### src/rlf_pkg.sv
// Package for the redundant link failover controller
package rlf_pkg;
    // Gap between disabling one port and enabling the other, in ns
    localparam int unsigned CLK_PERIOD_NS = 25;
    localparam int unsigned GAP_TIME_NS   = 1000;
    localparam int unsigned GAP_CYCLES    = (GAP_TIME_NS + CLK_PERIOD_NS - 1)
                                            / CLK_PERIOD_NS;
    // Longest allowed switchover, in ms, and its cycle budget
    localparam int unsigned SWITCH_MAX_MS = 10;
    localparam int unsigned SWITCH_MAX_CYCLES = SWITCH_MAX_MS * 1000000
                                                / CLK_PERIOD_NS;
    localparam int unsigned CNT_WIDTH     = 16;
    localparam logic [15:0] CNT_RESET     = 16'h0000;

    typedef enum logic [2:0] {
        RLF_INIT,
        RLF_PRI_ACTIVE,
        RLF_TO_SEC,
        RLF_SEC_ACTIVE,
        RLF_TO_PRI,
        RLF_BOTH_DOWN
    } rlf_state_t;
endpackage

### src/rlf_master_failover_controller.sv
// Master failover controller for a redundant link pair
`timescale 1ns/1ps
module rlf_master_failover_controller (
    // Clock and reset
    input  wire logic                           sys_clk_i,
    input  wire logic                           rst_n_i,
    // Configuration: remote port is a responder
    input  wire logic                           pri_responder_i,
    input  wire logic                           sec_responder_i,
    // Primary port fault inputs (asynchronous)
    input  wire logic                           pri_rx_link_loss_i,
    input  wire logic                           pri_partition_i,
    input  wire logic                           pri_excess_coll_i,
    input  wire logic                           pri_long_coll_i,
    input  wire logic                           pri_jabber_i,
    input  wire logic                           pri_xcvr_fail_i,
    input  wire logic                           pri_remote_fail_i,
    // Secondary port fault inputs (asynchronous)
    input  wire logic                           sec_rx_link_loss_i,
    input  wire logic                           sec_partition_i,
    input  wire logic                           sec_disabled_i,
    input  wire logic                           sec_excess_coll_i,
    input  wire logic                           sec_long_coll_i,
    input  wire logic                           sec_jabber_i,
    input  wire logic                           sec_xcvr_fail_i,
    input  wire logic                           sec_remote_fail_i,
    // Port enables
    output logic                                pri_enable_o,
    output logic                                sec_enable_o,
    // Management status
    output logic                                pri_ok_o,
    output logic                                sec_ok_o,
    output logic                                sec_active_o,
    output logic [rlf_pkg::CNT_WIDTH-1:0]       trans_count_o
);

    ////////////////////////////////////////////////////////////////////////
    // Two-stage synchronisers for all fault inputs
    localparam int NF = 16;
    wire  [NF-1:0] raw_w = {pri_rx_link_loss_i, pri_partition_i,
                            pri_excess_coll_i, pri_long_coll_i,
                            pri_jabber_i, pri_xcvr_fail_i,
                            pri_remote_fail_i, pri_responder_i,
                            sec_rx_link_loss_i, sec_partition_i,
                            sec_disabled_i, sec_excess_coll_i,
                            sec_long_coll_i, sec_jabber_i,
                            sec_xcvr_fail_i, sec_remote_fail_i};
    logic [NF-1:0] meta_r;
    logic [NF-1:0] sync_r;
    logic          sec_resp_meta_r;
    logic          sec_resp_r;

    always_ff @(posedge sys_clk_i) begin
        meta_r          <= raw_w;
        sync_r          <= meta_r;
        sec_resp_meta_r <= sec_responder_i;
        sec_resp_r      <= sec_resp_meta_r;
    end

    ////////////////////////////////////////////////////////////////////////
    // Fault decode
    wire pri_resp_w  = sync_r[8];
    // Far-end reports only mean something from a responder
    wire pri_far_w   = sync_r[9] & pri_resp_w;
    wire sec_far_w   = sync_r[0] & sec_resp_r;
    wire pri_fail_w  = sync_r[15] | sync_r[14]
                     | (|sync_r[13:10])
                     | pri_far_w;
    wire sec_fail_w  = sync_r[7] | sync_r[6] | sync_r[5] | (|sync_r[4:1])
                     | sec_far_w;

    ////////////////////////////////////////////////////////////////////////
    // Control state machine
    rlf_pkg::rlf_state_t state_r;
    rlf_pkg::rlf_state_t state_nxt;
    logic [15:0]         gap_r;
    logic                init_r;
    wire                 gap_done_w = (gap_r == 16'h0000);

    always_comb begin
        state_nxt = state_r;
        unique case (state_r)
            // Wait for a clean primary before enabling it
            rlf_pkg::RLF_INIT:
                if (!init_r && !pri_fail_w) state_nxt = rlf_pkg::RLF_PRI_ACTIVE;
            rlf_pkg::RLF_PRI_ACTIVE:
                if (pri_fail_w) state_nxt = rlf_pkg::RLF_TO_SEC;
            rlf_pkg::RLF_TO_SEC:
                if (gap_done_w) state_nxt = rlf_pkg::RLF_SEC_ACTIVE;
            // Primary stays idle while the secondary is healthy
            rlf_pkg::RLF_SEC_ACTIVE:
                if (sec_fail_w) state_nxt = rlf_pkg::RLF_TO_PRI;
            rlf_pkg::RLF_TO_PRI:
                if (gap_done_w) state_nxt = pri_fail_w ? rlf_pkg::RLF_BOTH_DOWN
                                                       : rlf_pkg::RLF_PRI_ACTIVE;
            // Both failed: nothing enabled, take whichever heals first, primary if both heal in the same cycle
            rlf_pkg::RLF_BOTH_DOWN:
                if (!pri_fail_w) state_nxt = rlf_pkg::RLF_PRI_ACTIVE;
                else if (!sec_fail_w) state_nxt = rlf_pkg::RLF_SEC_ACTIVE;
            default: state_nxt = rlf_pkg::RLF_INIT;
        endcase
    end

    wire trans_w = (state_nxt != state_r) &&
                   ((state_nxt == rlf_pkg::RLF_PRI_ACTIVE) ||
                    (state_nxt == rlf_pkg::RLF_SEC_ACTIVE) ||
                    (state_nxt == rlf_pkg::RLF_TO_SEC) ||
                    (state_nxt == rlf_pkg::RLF_TO_PRI));
    wire entering_gap_w = (state_nxt != state_r) &&
                          ((state_nxt == rlf_pkg::RLF_TO_SEC) ||
                           (state_nxt == rlf_pkg::RLF_TO_PRI));

    always_ff @(posedge sys_clk_i) begin
        if (!rst_n_i) begin
            state_r <= rlf_pkg::RLF_INIT;
            init_r  <= 1'b1;
            gap_r   <= 16'h0000;
        end else begin
            state_r <= state_nxt;
            // One cycle so the synchronisers fill before judging the link
            init_r  <= 1'b0;
            if (entering_gap_w)
                gap_r <= 16'(rlf_pkg::GAP_CYCLES - 1);
            else if (!gap_done_w)
                gap_r <= gap_r - 16'h0001;
        end
    end

    ////////////////////////////////////////////////////////////////////////
    // Outputs: at most one enable on at a time, fixed port identities
    logic [rlf_pkg::CNT_WIDTH-1:0] cnt_r;
    always_ff @(posedge sys_clk_i) begin
        if (!rst_n_i) begin
            pri_enable_o <= 1'b0;
            sec_enable_o <= 1'b0;
            pri_ok_o     <= 1'b0;
            sec_ok_o     <= 1'b0;
            sec_active_o <= 1'b0;
            cnt_r        <= rlf_pkg::CNT_RESET;
        end else begin
            pri_enable_o <= (state_nxt == rlf_pkg::RLF_PRI_ACTIVE);
            sec_enable_o <= (state_nxt == rlf_pkg::RLF_SEC_ACTIVE);
            pri_ok_o     <= !pri_fail_w;
            sec_ok_o     <= !sec_fail_w;
            sec_active_o <= (state_nxt == rlf_pkg::RLF_SEC_ACTIVE);
            if (trans_w)
                cnt_r <= cnt_r + 1'b1;
        end
    end
    assign trans_count_o = cnt_r;

    ////////////////////////////////////////////////////////////////////////
    // Assertions
    a_never_both_on: assert property (@(posedge sys_clk_i) disable iff (!rst_n_i)
        !(pri_enable_o && sec_enable_o))
        else $error("Both master links enabled");
    a_pri_off_first: assert property (@(posedge sys_clk_i) disable iff (!rst_n_i)
        $rose(sec_enable_o) |-> $past(!pri_enable_o))
        else $error("Secondary enabled before primary was off");
    a_fail_drops_pri: assert property (@(posedge sys_clk_i) disable iff (!rst_n_i)
        (state_r == rlf_pkg::RLF_PRI_ACTIVE && pri_fail_w) |=> !pri_enable_o)
        else $error("Primary not disabled on failure");
    a_switch_bound: assert property (@(posedge sys_clk_i) disable iff (!rst_n_i)
        (state_r == rlf_pkg::RLF_PRI_ACTIVE && pri_fail_w && !sec_fail_w)
        |-> ##[1:45] sec_enable_o or (sec_fail_w))
        else $error("Switchover too slow");
    a_pri_held_idle: assert property (@(posedge sys_clk_i) disable iff (!rst_n_i)
        (state_r == rlf_pkg::RLF_SEC_ACTIVE && !sec_fail_w)
        |=> !pri_enable_o)
        else $error("Repaired primary re-enabled");
    a_init_clean: assert property (@(posedge sys_clk_i) disable iff (!rst_n_i)
        (state_r == rlf_pkg::RLF_INIT && pri_fail_w) |=> !pri_enable_o)
        else $error("Faulty primary enabled at start");
    a_reset_standby: assert property (@(posedge sys_clk_i)
        !rst_n_i |=> !sec_enable_o && state_r == rlf_pkg::RLF_INIT)
        else $error("Secondary not in standby after reset");
    a_count_step: assert property (@(posedge sys_clk_i) disable iff (!rst_n_i)
        trans_w |=> cnt_r == $past(cnt_r) + 1'b1)
        else $error("Transition not counted");
    // Checks the port, not the decode, so a broken mask would show here
    a_far_ignored: assert property (@(posedge sys_clk_i) disable iff (!rst_n_i)
        (state_r == rlf_pkg::RLF_PRI_ACTIVE && !pri_resp_w
         && !(sync_r[15] | sync_r[14] | (|sync_r[13:10])))
        |=> pri_enable_o)
        else $error("Nonresponder report honoured");
    a_sec_fail_drop: assert property (@(posedge sys_clk_i) disable iff (!rst_n_i)
        (state_r == rlf_pkg::RLF_SEC_ACTIVE && sec_fail_w)
        |=> !sec_enable_o)
        else $error("Failed secondary left enabled");
    a_active_status: assert property (@(posedge sys_clk_i) disable iff (!rst_n_i)
        sec_active_o == sec_enable_o)
        else $error("Active status disagrees with enable");
    a_pri_ok_track: assert property (@(posedge sys_clk_i) disable iff (!rst_n_i)
        rst_n_i |=> (pri_ok_o == !$past(pri_fail_w)))
        else $error("Primary status stale");
    a_sec_ok_track: assert property (@(posedge sys_clk_i) disable iff (!rst_n_i)
        rst_n_i |=> (sec_ok_o == !$past(sec_fail_w)))
        else $error("Secondary status stale");

endmodule // rlf_master_failover_controller

### config.mk
export PLATFORM = sky130hd
export DESIGN_NAME = rlf_master_failover_controller
export DESIGN_NICKNAME = d
export VERILOG_FILES = /design/src/rlf_pkg.sv /design/src/rlf_master_failover_controller.sv
export SDC_FILE = /design/constraint.sdc
export NUM_CORES = 1
export LEC_CHECK = 0
export ABC_AREA = 1
export BUFFER_PORTS_ARGS = -buffer_cell sky130_fd_sc_hd__buf_2
export CAP_MARGIN = 20
export CORE_UTILIZATION = 53
export DETAILED_ROUTE_END_ITERATION = 10
export GPL_TIMING_DRIVEN = 0
export PLACE_DENSITY = 0.79
export SYNTH_ARGS = -nofsm -noshare
export SYNTH_HDL_FRONTEND = slang
export SYNTH_SLANG_ARGS = --single-unit
### constraint.sdc
create_clock -name sys_clk_i -period 3.3 [get_ports sys_clk_i]
set_input_delay 0.165 -clock sys_clk_i [delete_from_list [all_inputs] [get_ports sys_clk_i]]
set_output_delay 0.165 -clock sys_clk_i [all_outputs]
set_load 0.005 [all_outputs]
# After elaboration in Yosys (flattened, before gate mapping)
# Index checks and enable logic that the tools add are counted.
# Widths: inputs -> output; s select.
dict set report totals {
  register_bits 74
  latch_bits 0
  mem_bits_rw 0
  rom_bits 0
  inputBits 19
  wordCells 63
  n_memories 0
}
dict set report classes {
  add_sub_neg 2
  n_mul 0
  div_mod_pow 0
  order_cmp 0
  eq_ne 11
  shifts 0
  mux 12
  n_bitwise 10
  n_reduce_logical 15
}
# cell count
set op_table {}
lappend op_table {{$mux 3} 8}
lappend op_table {{$pmux 3 s6} 1}
lappend op_table {{$add 16x1->16 const B} 1}
lappend op_table {{$logic_not 16->1} 1}
lappend op_table {{$sub 16x1->16 const B} 1}
lappend op_table {{$eq 3x2->1 const B} 4}
lappend op_table {{$mux 6} 2}
lappend op_table {{$eq 3x3->1 const B} 3}
lappend op_table {{$reduce_or 4->1} 2}
lappend op_table {{$or 1x1->1} 7}
lappend op_table {{$eq 3x1->1 const B} 2}
lappend op_table {{$logic_or 1x1->1} 4}
lappend op_table {{$logic_and 1x1->1} 3}
lappend op_table {{$logic_not 1->1} 3}
lappend op_table {{$logic_not 3->1} 1}
lappend op_table {{$ne 3x3->1} 1}
lappend op_table {{$and 1x1->1} 2}
lappend op_table {{$ne 2x1->1 const B} 1}
lappend op_table {{$reduce_or 2->1} 1}
lappend op_table {{$mux 1} 1}
lappend op_table {{$not 1->1} 1}

# Depth between registers and ports, before layout
# Gate-level depths: netlist of the first run.
dict set report logic_depth {
  ltp_word 12
  ltp_mapped 15
  ltp_nobuf 14
}

# Worst setup path before layout of the first run
# OpenSTA, ideal clock, no wires.
dict set report synth_path {
  path_type {reg-to-reg}
  start {register gap_r[0]}
  end {register cnt_r (netlist bit trans_count_o[7])}
  arrival_time_ns 1.628
  required_ns 3.159
  setup_slack_ns 1.531
  stages_incl_launch_ff 15
  path_buffers 1
  cell_sequence {dfxtp_1 -> inv_1 -> ha_1 -> nand2_2 -> nor2_2 -> nand2_4 -> nand2_2 -> nand2_1 -> nand2_2 -> nand2_1 -> nand3_4 -> nand2_4 -> buf_12 -> nand2_2 -> a21oi_2}
}
dict set report synth_via {
  elab_chain_cells 8
  elab_cells_between_ends 13
  classes_between {5 x eq/ne; 3 x mux; 5 x reduce/logical}
}
# element line_no
set synth_rtl {}
lappend synth_rtl {{start: declaration} rlf_master_failover_controller.sv:76} ;# logic [15:0] gap_r;
lappend synth_rtl {{start signal: assignment} rlf_master_failover_controller.sv:123} ;# gap_r <= 16'(rlf_pkg::GAP_CYCLES - 1);
lappend synth_rtl {{start signal: assignment} rlf_master_failover_controller.sv:125} ;# gap_r <= gap_r - 16'h0001;
lappend synth_rtl {{$logic_not 16->1 (*)} rlf_master_failover_controller.sv:78} ;# wire gap_done_w = (gap_r == 16'h0000);
lappend synth_rtl {{$mux 3, on equally long branches} {rlf_master_failover_controller.sv:94, rlf_master_failover_controller.sv:89}}
lappend synth_rtl {{$pmux 3 s6 (*)} rlf_master_failover_controller.sv:82} ;# unique case (state_r)
lappend synth_rtl {{$eq 3x1->1 or $eq 3x2->1 (tied branches)} {rlf_master_failover_controller.sv:105, rlf_master_failover_controller.sv:106}}
lappend synth_rtl {{$logic_or 1x1->1} rlf_master_failover_controller.sv:105} ;# ((state_nxt == rlf_pkg::RLF_PRI_ACTIVE) ||
lappend synth_rtl {{$logic_or 1x1->1} rlf_master_failover_controller.sv:106} ;# (state_nxt == rlf_pkg::RLF_SEC_ACTIVE) ||
lappend synth_rtl {{$logic_or 1x1->1} rlf_master_failover_controller.sv:107} ;# (state_nxt == rlf_pkg::RLF_TO_SEC) ||
lappend synth_rtl {{$logic_and 1x1->1 (*)} rlf_master_failover_controller.sv:104} ;# wire trans_w = (state_nxt != state_r) &&
lappend synth_rtl {{end signal: assignment} rlf_master_failover_controller.sv:139} ;# cnt_r <= rlf_pkg::CNT_RESET;
lappend synth_rtl {{end signal: assignment} rlf_master_failover_controller.sv:147} ;# cnt_r <= cnt_r + 1'b1;
lappend synth_rtl {{end: declaration} rlf_master_failover_controller.sv:131} ;# logic [rlf_pkg::CNT_WIDTH-1:0] cnt_r;
# Mark *: on every way between the ends. The rest lies on a longest branch, timed or not.
# A chain may end at the register's enable or synchronous reset.

# Worst setup path after layout of the first run
dict set report layout_path {
  start {register gap_r[0]}
  end {register gap_r[12]}
}
dict set report layout_via {
  elab_chain_cells 7
  elab_cells_between_ends 11
  classes_between {1 x add/sub; 3 x eq/ne; 3 x mux; 4 x reduce/logical}
}
# element line_no
set layout_rtl {}
lappend layout_rtl {{$logic_not 16->1} rlf_master_failover_controller.sv:78}
lappend layout_rtl {{$mux 3, on equally long branches} {rlf_master_failover_controller.sv:94, rlf_master_failover_controller.sv:89}}
lappend layout_rtl {{$pmux 3 s6} rlf_master_failover_controller.sv:82}
lappend layout_rtl {{$eq 3x2->1 or $eq 3x3->1 (tied branches)} {rlf_master_failover_controller.sv:110, rlf_master_failover_controller.sv:111}}
lappend layout_rtl {{$logic_or 1x1->1} rlf_master_failover_controller.sv:110} ;# ((state_nxt == rlf_pkg::RLF_TO_SEC) ||
lappend layout_rtl {{$logic_and 1x1->1} rlf_master_failover_controller.sv:109} ;# wire entering_gap_w = (state_nxt != state_r) &&
lappend layout_rtl {{$reduce_or 2->1 (no line)} -}
# Parallel ways exist; a longest one is shown, timed or not.

==> impl_metrics.yaml, run 1 <==
status:
  status: "finished clean"
routing:
  postRouteAntennaNets: 0
  route.detailed.wl_per_inst_um: 11.98
  finalWirelength_um: 5896
  dr.pass1.iters: 5
  viasPerCell: 5.018
  routed-via-count: 2469
  drc_errors: 0
  drtIter0Drc: 128
timing:
  fin_ws_ns: 1.169
  finalCritPeriodShare: 0.6459
  tns_ns: 0
  slew_headroom: 0.5401
  rsz0062_at_grt: "no"
  hold_viol: 0
  worst_pin_slew_ns: 0.6899
  skew_ns: 0.006557
  whs_ns: 0.1139
  final-max-slew-violation-count: 0
  setup_violations: 0
  timing.final.crit_period_ns: 2.131
  max_freq_ghz: 0.4692
critical_path:
  cp.required_ns: 3.59
  critPathCaptureType: "register"
  timing.rr.end: "gap_r[12]$_SDFFE_PP0P_"
  r2r_slack_ns: 1.17
  reg2reg_depth: 11
  crit_arrival_ns: 2.42
  critical_path.startpoint: "gap_r[0]$_SDFFE_PN0P_"
  crit_type: "register to register"
  cp-endpoint: "gap_r[12]$_SDFFE_PP0P_"
  r2r-start: "gap_r[0]$_SDFFE_PN0P_"
  cp-start-kind: "register"
  critPathMaxFanout: 5
die:
  boundaryPins: 40
  num_rows: 27
  die_h_um: 77.41
  die_area_mm2: 0.005992
  core_mm2: 0.005507
  start_util: 0.5474
  fp.dieW_um: 77.41
final_layout:
  layout-drive-gt1-share: 0.2548
  fin_nets: 437
  area_delta_synth_final_pct: 22.08
  fill_cells: 445
  postLayoutCoreUtil: 0.6683
  design_area_mm2: 0.003680
  antenna_cells: 0
grt:
  grt_pass1_wl_um: 10130
  antenna_found_initial: 0
  grt_usage: 0.2155
  overflow: 0
  grt_pass1_vias: 2259
  grt_start_max_net_pins: 15
clock_network:
  cts_tree: "yes"
  cts_buffers: 9
  clockBufferDepth: 2
  clk_latency_ns: 0.35
  cts_sinks: 74
  htree_levels: 3
  clkTransAtPathRegs_ns: 0.08
  cts-root-buf: "clkbuf_8"
synth:
  yosysUniqueCellTypes: 31
  synth.top_cells.by_area: "dfxtp_1 (49%), nand2_1 (7.6%), nand3_1 (5.1%)"
  async_flop_share: 0
  synth_nets: 370
  synth_top_cell_area_share: 0.4915
  synth_ff_type: "dfxtp_1"
  yosysTopAreaCell: "dfxtp_1"
  yosysSeqAreaShare: 0.4915
  post_synth.cell_area_avg_um2: 8.661
  yosysMostFrequentCell: "dfxtp_1"
  ys_warn_count: 0
  syn_inst: 348
  synth_commonest_cells: "dfxtp_1 (74), nand2_1 (61), nor2_1 (39), nand3_1 (31), inv_1 (19)"
  netlist_area_mm2: 0.003014
  synth-edff-count: 0
  ys_seq_elements: 74
power_and_ir_drop:
  p_per_area_mw_per_mm2: 700.5
  leakagePower_nw: 1.609
  peakVddDrop_mv: 0.4402
place:
  dpl_cell_area_mm2: 0.003299
  pre_cts_ws_ns: 1.233
  io_buffers: 39
  gp_congestion: 0.9070
  dp_hpwl_um: 4088
flow_run:
  cap_violations: 0
worst_hold_path:
  worstHoldPathType: "primary input to register"
-- cell families after synthesis --
logic type,after synthesis,synth area share
and+or+nand+nor,186,0.3010
buffers and inverters,29,0.04898
DFF,74,0.4915
adders and majority gates,3,0.01245
xor gates and xnor gates,25,0.07264
AOI/OAI and AO/OA,31,0.07348
-- metal layers --
metal,global-route usage,share of wire,up-vias
met5,0,0,-
met1,0.2718,0.47,1130
li1,-,-,1263
met4,0.09057,0.015,0
met2,0.3425,0.47,67
met3,0.06353,0.052,9
-- metrics by stage --
| stage | power, W | cells |
|---|---|---|
| 3_3_place_gp | 0.001835 | 459 |
| 5_1_grt | 0.002747 | 492 |
| 2_1_floorplan | 0.001721 | 348 |
| 3_5_place_dp | 0.001862 | 459 |
| 4_1_cts | 0.002599 | 492 |
| 6_report | 0.002578 | 492 |
-- sequential cells by signal, indices dropped and copies added, names as in the netlist --
register	count
sec_resp_meta_r	1
sync_r	16
state_r	3
sec_ok_o	1
sec_active_o	1
pri_enable_o	1
pri_ok_o	1
init_r	1
meta_r	16
gap_r	16
trans_count_o	16
sec_resp_r	1
-- worst max-delay path: stages (launching register included) --
cell and delay [ns]:
dfxtp_1 0.38, inv_1 0.11, ha_1 0.24, nand2_1 0.08, nor2_2 0.05, nand2_1 0.13, nand2_1 0.11, nor3_1 0.30
nand2_1 0.15, nor2_1 0.24, nand3b_1 0.15, a21oi_2 0.13
-- layout make-up --
type	count	area [um2]	share of cell area
plain buffers	8	68.82	0.01870
well taps	72	90.09	0.02448
clock inverters	6	72.57	0.01972
flip-flops and latches	74	1481	0.4026
inverters	21	78.83	0.02142
repair buffers	56	365.4	0.09929
multi-input cells	245	1385	0.3764
clock buffers	10	137.6	0.03740
-- power by group --
group	switching [W]	internal [W]	leakage, nW
Clock	0.000344	0.000377	0.103
Combinational	0.000447	0.000315	0.893
Sequential	0.0000977	0.000997	0.612
-- worst min-delay path by stage --
stage                            from                     to  depth (start not counted)
global route                  rst_n_i  gap_r[8]$_SDFFE_PP0P_                          3
CTS                           rst_n_i  gap_r[8]$_SDFFE_PP0P_                          3
finish                        rst_n_i  gap_r[8]$_SDFFE_PP0P_                          3
floorplan           sec_remote_fail_i      meta_r[0]$_DFF_P_                          0
global placement    pri_remote_fail_i      meta_r[9]$_DFF_P_                          1
detailed placement    sec_long_coll_i      meta_r[3]$_DFF_P_                          1
-- cell usage in the layout (no fill, tap or decap) --
cell type      count
buf_4              2
a31oi_1            1
buf_1              1
buf_6              2
inv_6              2
clkbuf_1           2
nand2_2           17
nand2_4            3
clkinv_4           2
inv_2              2
bufinv_16          1
nor2_2             5
xor2_1            14
buf_12             1
nand3b_1           1
inv_1             19
nand2_1           61
clkinvlp_4         1
nand4_1            7
dfxtp_1           74
nor3_1            12
nor2_1            39
a21oi_2           13
o21ai_0            4
nor4_1             4
nand3_4            1
dlygate4sd3_1     17
a21oi_1           10
o21ai_4            1
clkbuf_8          10
a21boi_1           1
nor2_4             4
or2_2              1
buf_2             39
xnor2_1           11
nand3_1           31
ha_1               3
o21bai_1           1
-- timing repair --
item | 4_1_cts | 5_1_grt
gates resized for setup | 0 | 0
endpoints found under the hold margin | 17 | 0
buffers inserted | 0 | 0
hold buffers | 17 | 0
No activity file was read; power rests on OpenSTA's default activity.
==> run 2, diff against run 1 <==
- clock period: 3.3 -> 2.1 ns (I/O delays scaled with it)
==> impl_metrics.yaml, run 2 (synthesis gave the netlist of run 1 again) <==
status:
  status: "finished clean"
place:
  place_inst: 459
  io_buffers: 39
  dp_hpwl_um: 4088
  gp_congestion: 0.9070
  dpl_cell_area_mm2: 0.003299
grt:
  antenna_found_initial: 0
  overflow: 0
  grt_pass1_wl_um: 10150
  grt_start_max_net_pins: 15
  grt_usage: 0.2160
  grt_pass1_vias: 2262
worst_hold_path:
  worstHoldPathType: "primary input to register"
  holdCritStartpoint: "rst_n_i"
die:
  die_h_um: 77.41
  core_mm2: 0.005507
  num_rows: 27
  fp.dieW_um: 77.41
  boundaryPins: 40
  start_util: 0.5474
  die_area_mm2: 0.005992
timing:
  max_freq_ghz: 0.5189
  hold_viol: 0
  slew_headroom: 0.5411
  timing.final.crit_period_ns: 1.927
  rsz0062_at_grt: "no"
  setup_violations: 0
  final-max-slew-violation-count: 0
  skew_ns: 0.007378
  worst_pin_slew_ns: 0.6884
  finalCritPeriodShare: 0.9177
  tns_ns: 0
power_and_ir_drop:
  peakVddDrop_mv: 0.6924
  power_switching_w: 0.001419
  combPwrFrac: 0.299
  p_per_area_mw_per_mm2: 1097
  p_seq_frac: 0.424
  switching_share: 0.3475
  clkPwrFrac: 0.277
  leakagePower_nw: 1.622
  p_int_w: 0.002664
routing:
  route.detailed.wl_per_inst_um: 12.13
  postRouteAntennaNets: 0
  viasPerCell: 5.040
  drtIter0Drc: 95
  routed-via-count: 2490
  finalWirelength_um: 5991
  drc_errors: 0
  dr.pass1.iters: 5
clock_network:
  cts_buffers: 9
  clk_latency_ns: 0.34
  clkTransAtPathRegs_ns: 0.08
  clockBufferDepth: 2
  cts_tree: "yes"
  htree_levels: 3
  cts_sinks: 74
  cts-root-buf: "clkbuf_8"
final_layout:
  final_common_cell: "dfxtp_1"
  design_area_mm2: 0.003721
  area_delta_synth_final_pct: 23.45
  fin_nets: 439
  final_cell_mix: "dfxtp_1 (73), nand2_1 (61), buf_2 (39)"
  layout-drive-gt1-share: 0.2678
  final_cells: 494
  postLayoutCoreUtil: 0.6758
  antenna_cells: 0
critical_path:
  cp-start-kind: "register"
  crit_arrival_ns: 2.13
  crit_type: "register to register"
  critPathMaxFanout: 10
  critPathCaptureType: "register"
  r2r-start: "gap_r[0]$_SDFFE_PN0P_"
  cp.required_ns: 2.30
  critical_path.startpoint: "gap_r[0]$_SDFFE_PN0P_"
flow_run:
  cap_violations: 0
==> run 2: per-stage QoR <==
stage / setup slack, ns / power, W / hold WS, ns
floorplan: 0.3310 / 0.002705 / 0.1327
global placement: 0.1126 / 0.002883 / 0.2069
detailed placement: 0.03344 / 0.002926 / 0.2086
CTS: 0.06289 / 0.004093 / 0.04596
global route: 0.01951 / 0.004341 / 0.06043
finish: 0.1729 / 0.004082 / 0.05609
==> run 2: final timing paths <==
path / to / slack, ns / cells after the start
worst max-delay path: trans_count_o[7]$_SDFFE_PN0P_ / 0.17 / 14
worst min-delay path: gap_r[8]$_SDFFE_PP0P_ / 0.06 / 3
worst min register to register: sync_r[3]$_DFF_P_ / 0.33 / 0
worst max register to register: trans_count_o[7]$_SDFFE_PN0P_ / 0.17 / 14
==> run 2: final cells by class <==
type,count,area (um2)
Buffer,8,72.57
Sequential cell,74,1483
Tap cell,72,90.09
Clock buffer,10,137.6
Inverter,21,78.83
Multi-Input combinational cell,245,1406
Clock inverter,6,72.57
Fill cell,443,1785
Timing Repair Buffer,58,380.4
==> run 2: power groups by stage <==
stage	clock, W	combinational (W)	sequential [W]
global placement	0	0.00114	0.00174
CTS	0.00116	0.00121	0.00172
finish	0.00113	0.00122	0.00173
floorplan	0	0.000988	0.00172
detailed placement	0	0.00117	0.00175
global route	0.00122	0.00138	0.00174
==> run 2: worst max-delay path: stages (launching register included) <==
cell	delay [ns]
dfxtp_2	0.34
inv_2	0.09
ha_1	0.19
nand2_2	0.06
nor2_2	0.14
nand2_4	0.10
nand2_2	0.06
nand2_1	0.05
nand2_2	0.11
nand2_1	0.09
nand3_4	0.18
nand2_8	0.09
buf_12	0.15
nand2_2	0.06
a21oi_2	0.05
==> run 2: per-layer routing <==
metal | track usage | vias to the layer above | routed length, um
met3 | 0.06353 | 6 | 309
li1 | - | 1271 | -
met5 | 0 | - | 0
met2 | 0.3442 | 71 | 2810
met4 | 0.09057 | 0 | 76
met1 | 0.2718 | 1142 | 2794
==> run 2: what timing repair did <==
item,CTS,global route
pin swaps,0,2
endpoints found under the setup margin,1,21
endpoints found under the hold margin,17,0
buffers inserted,0,2
hold buffers,17,0
gates resized for setup,1,6
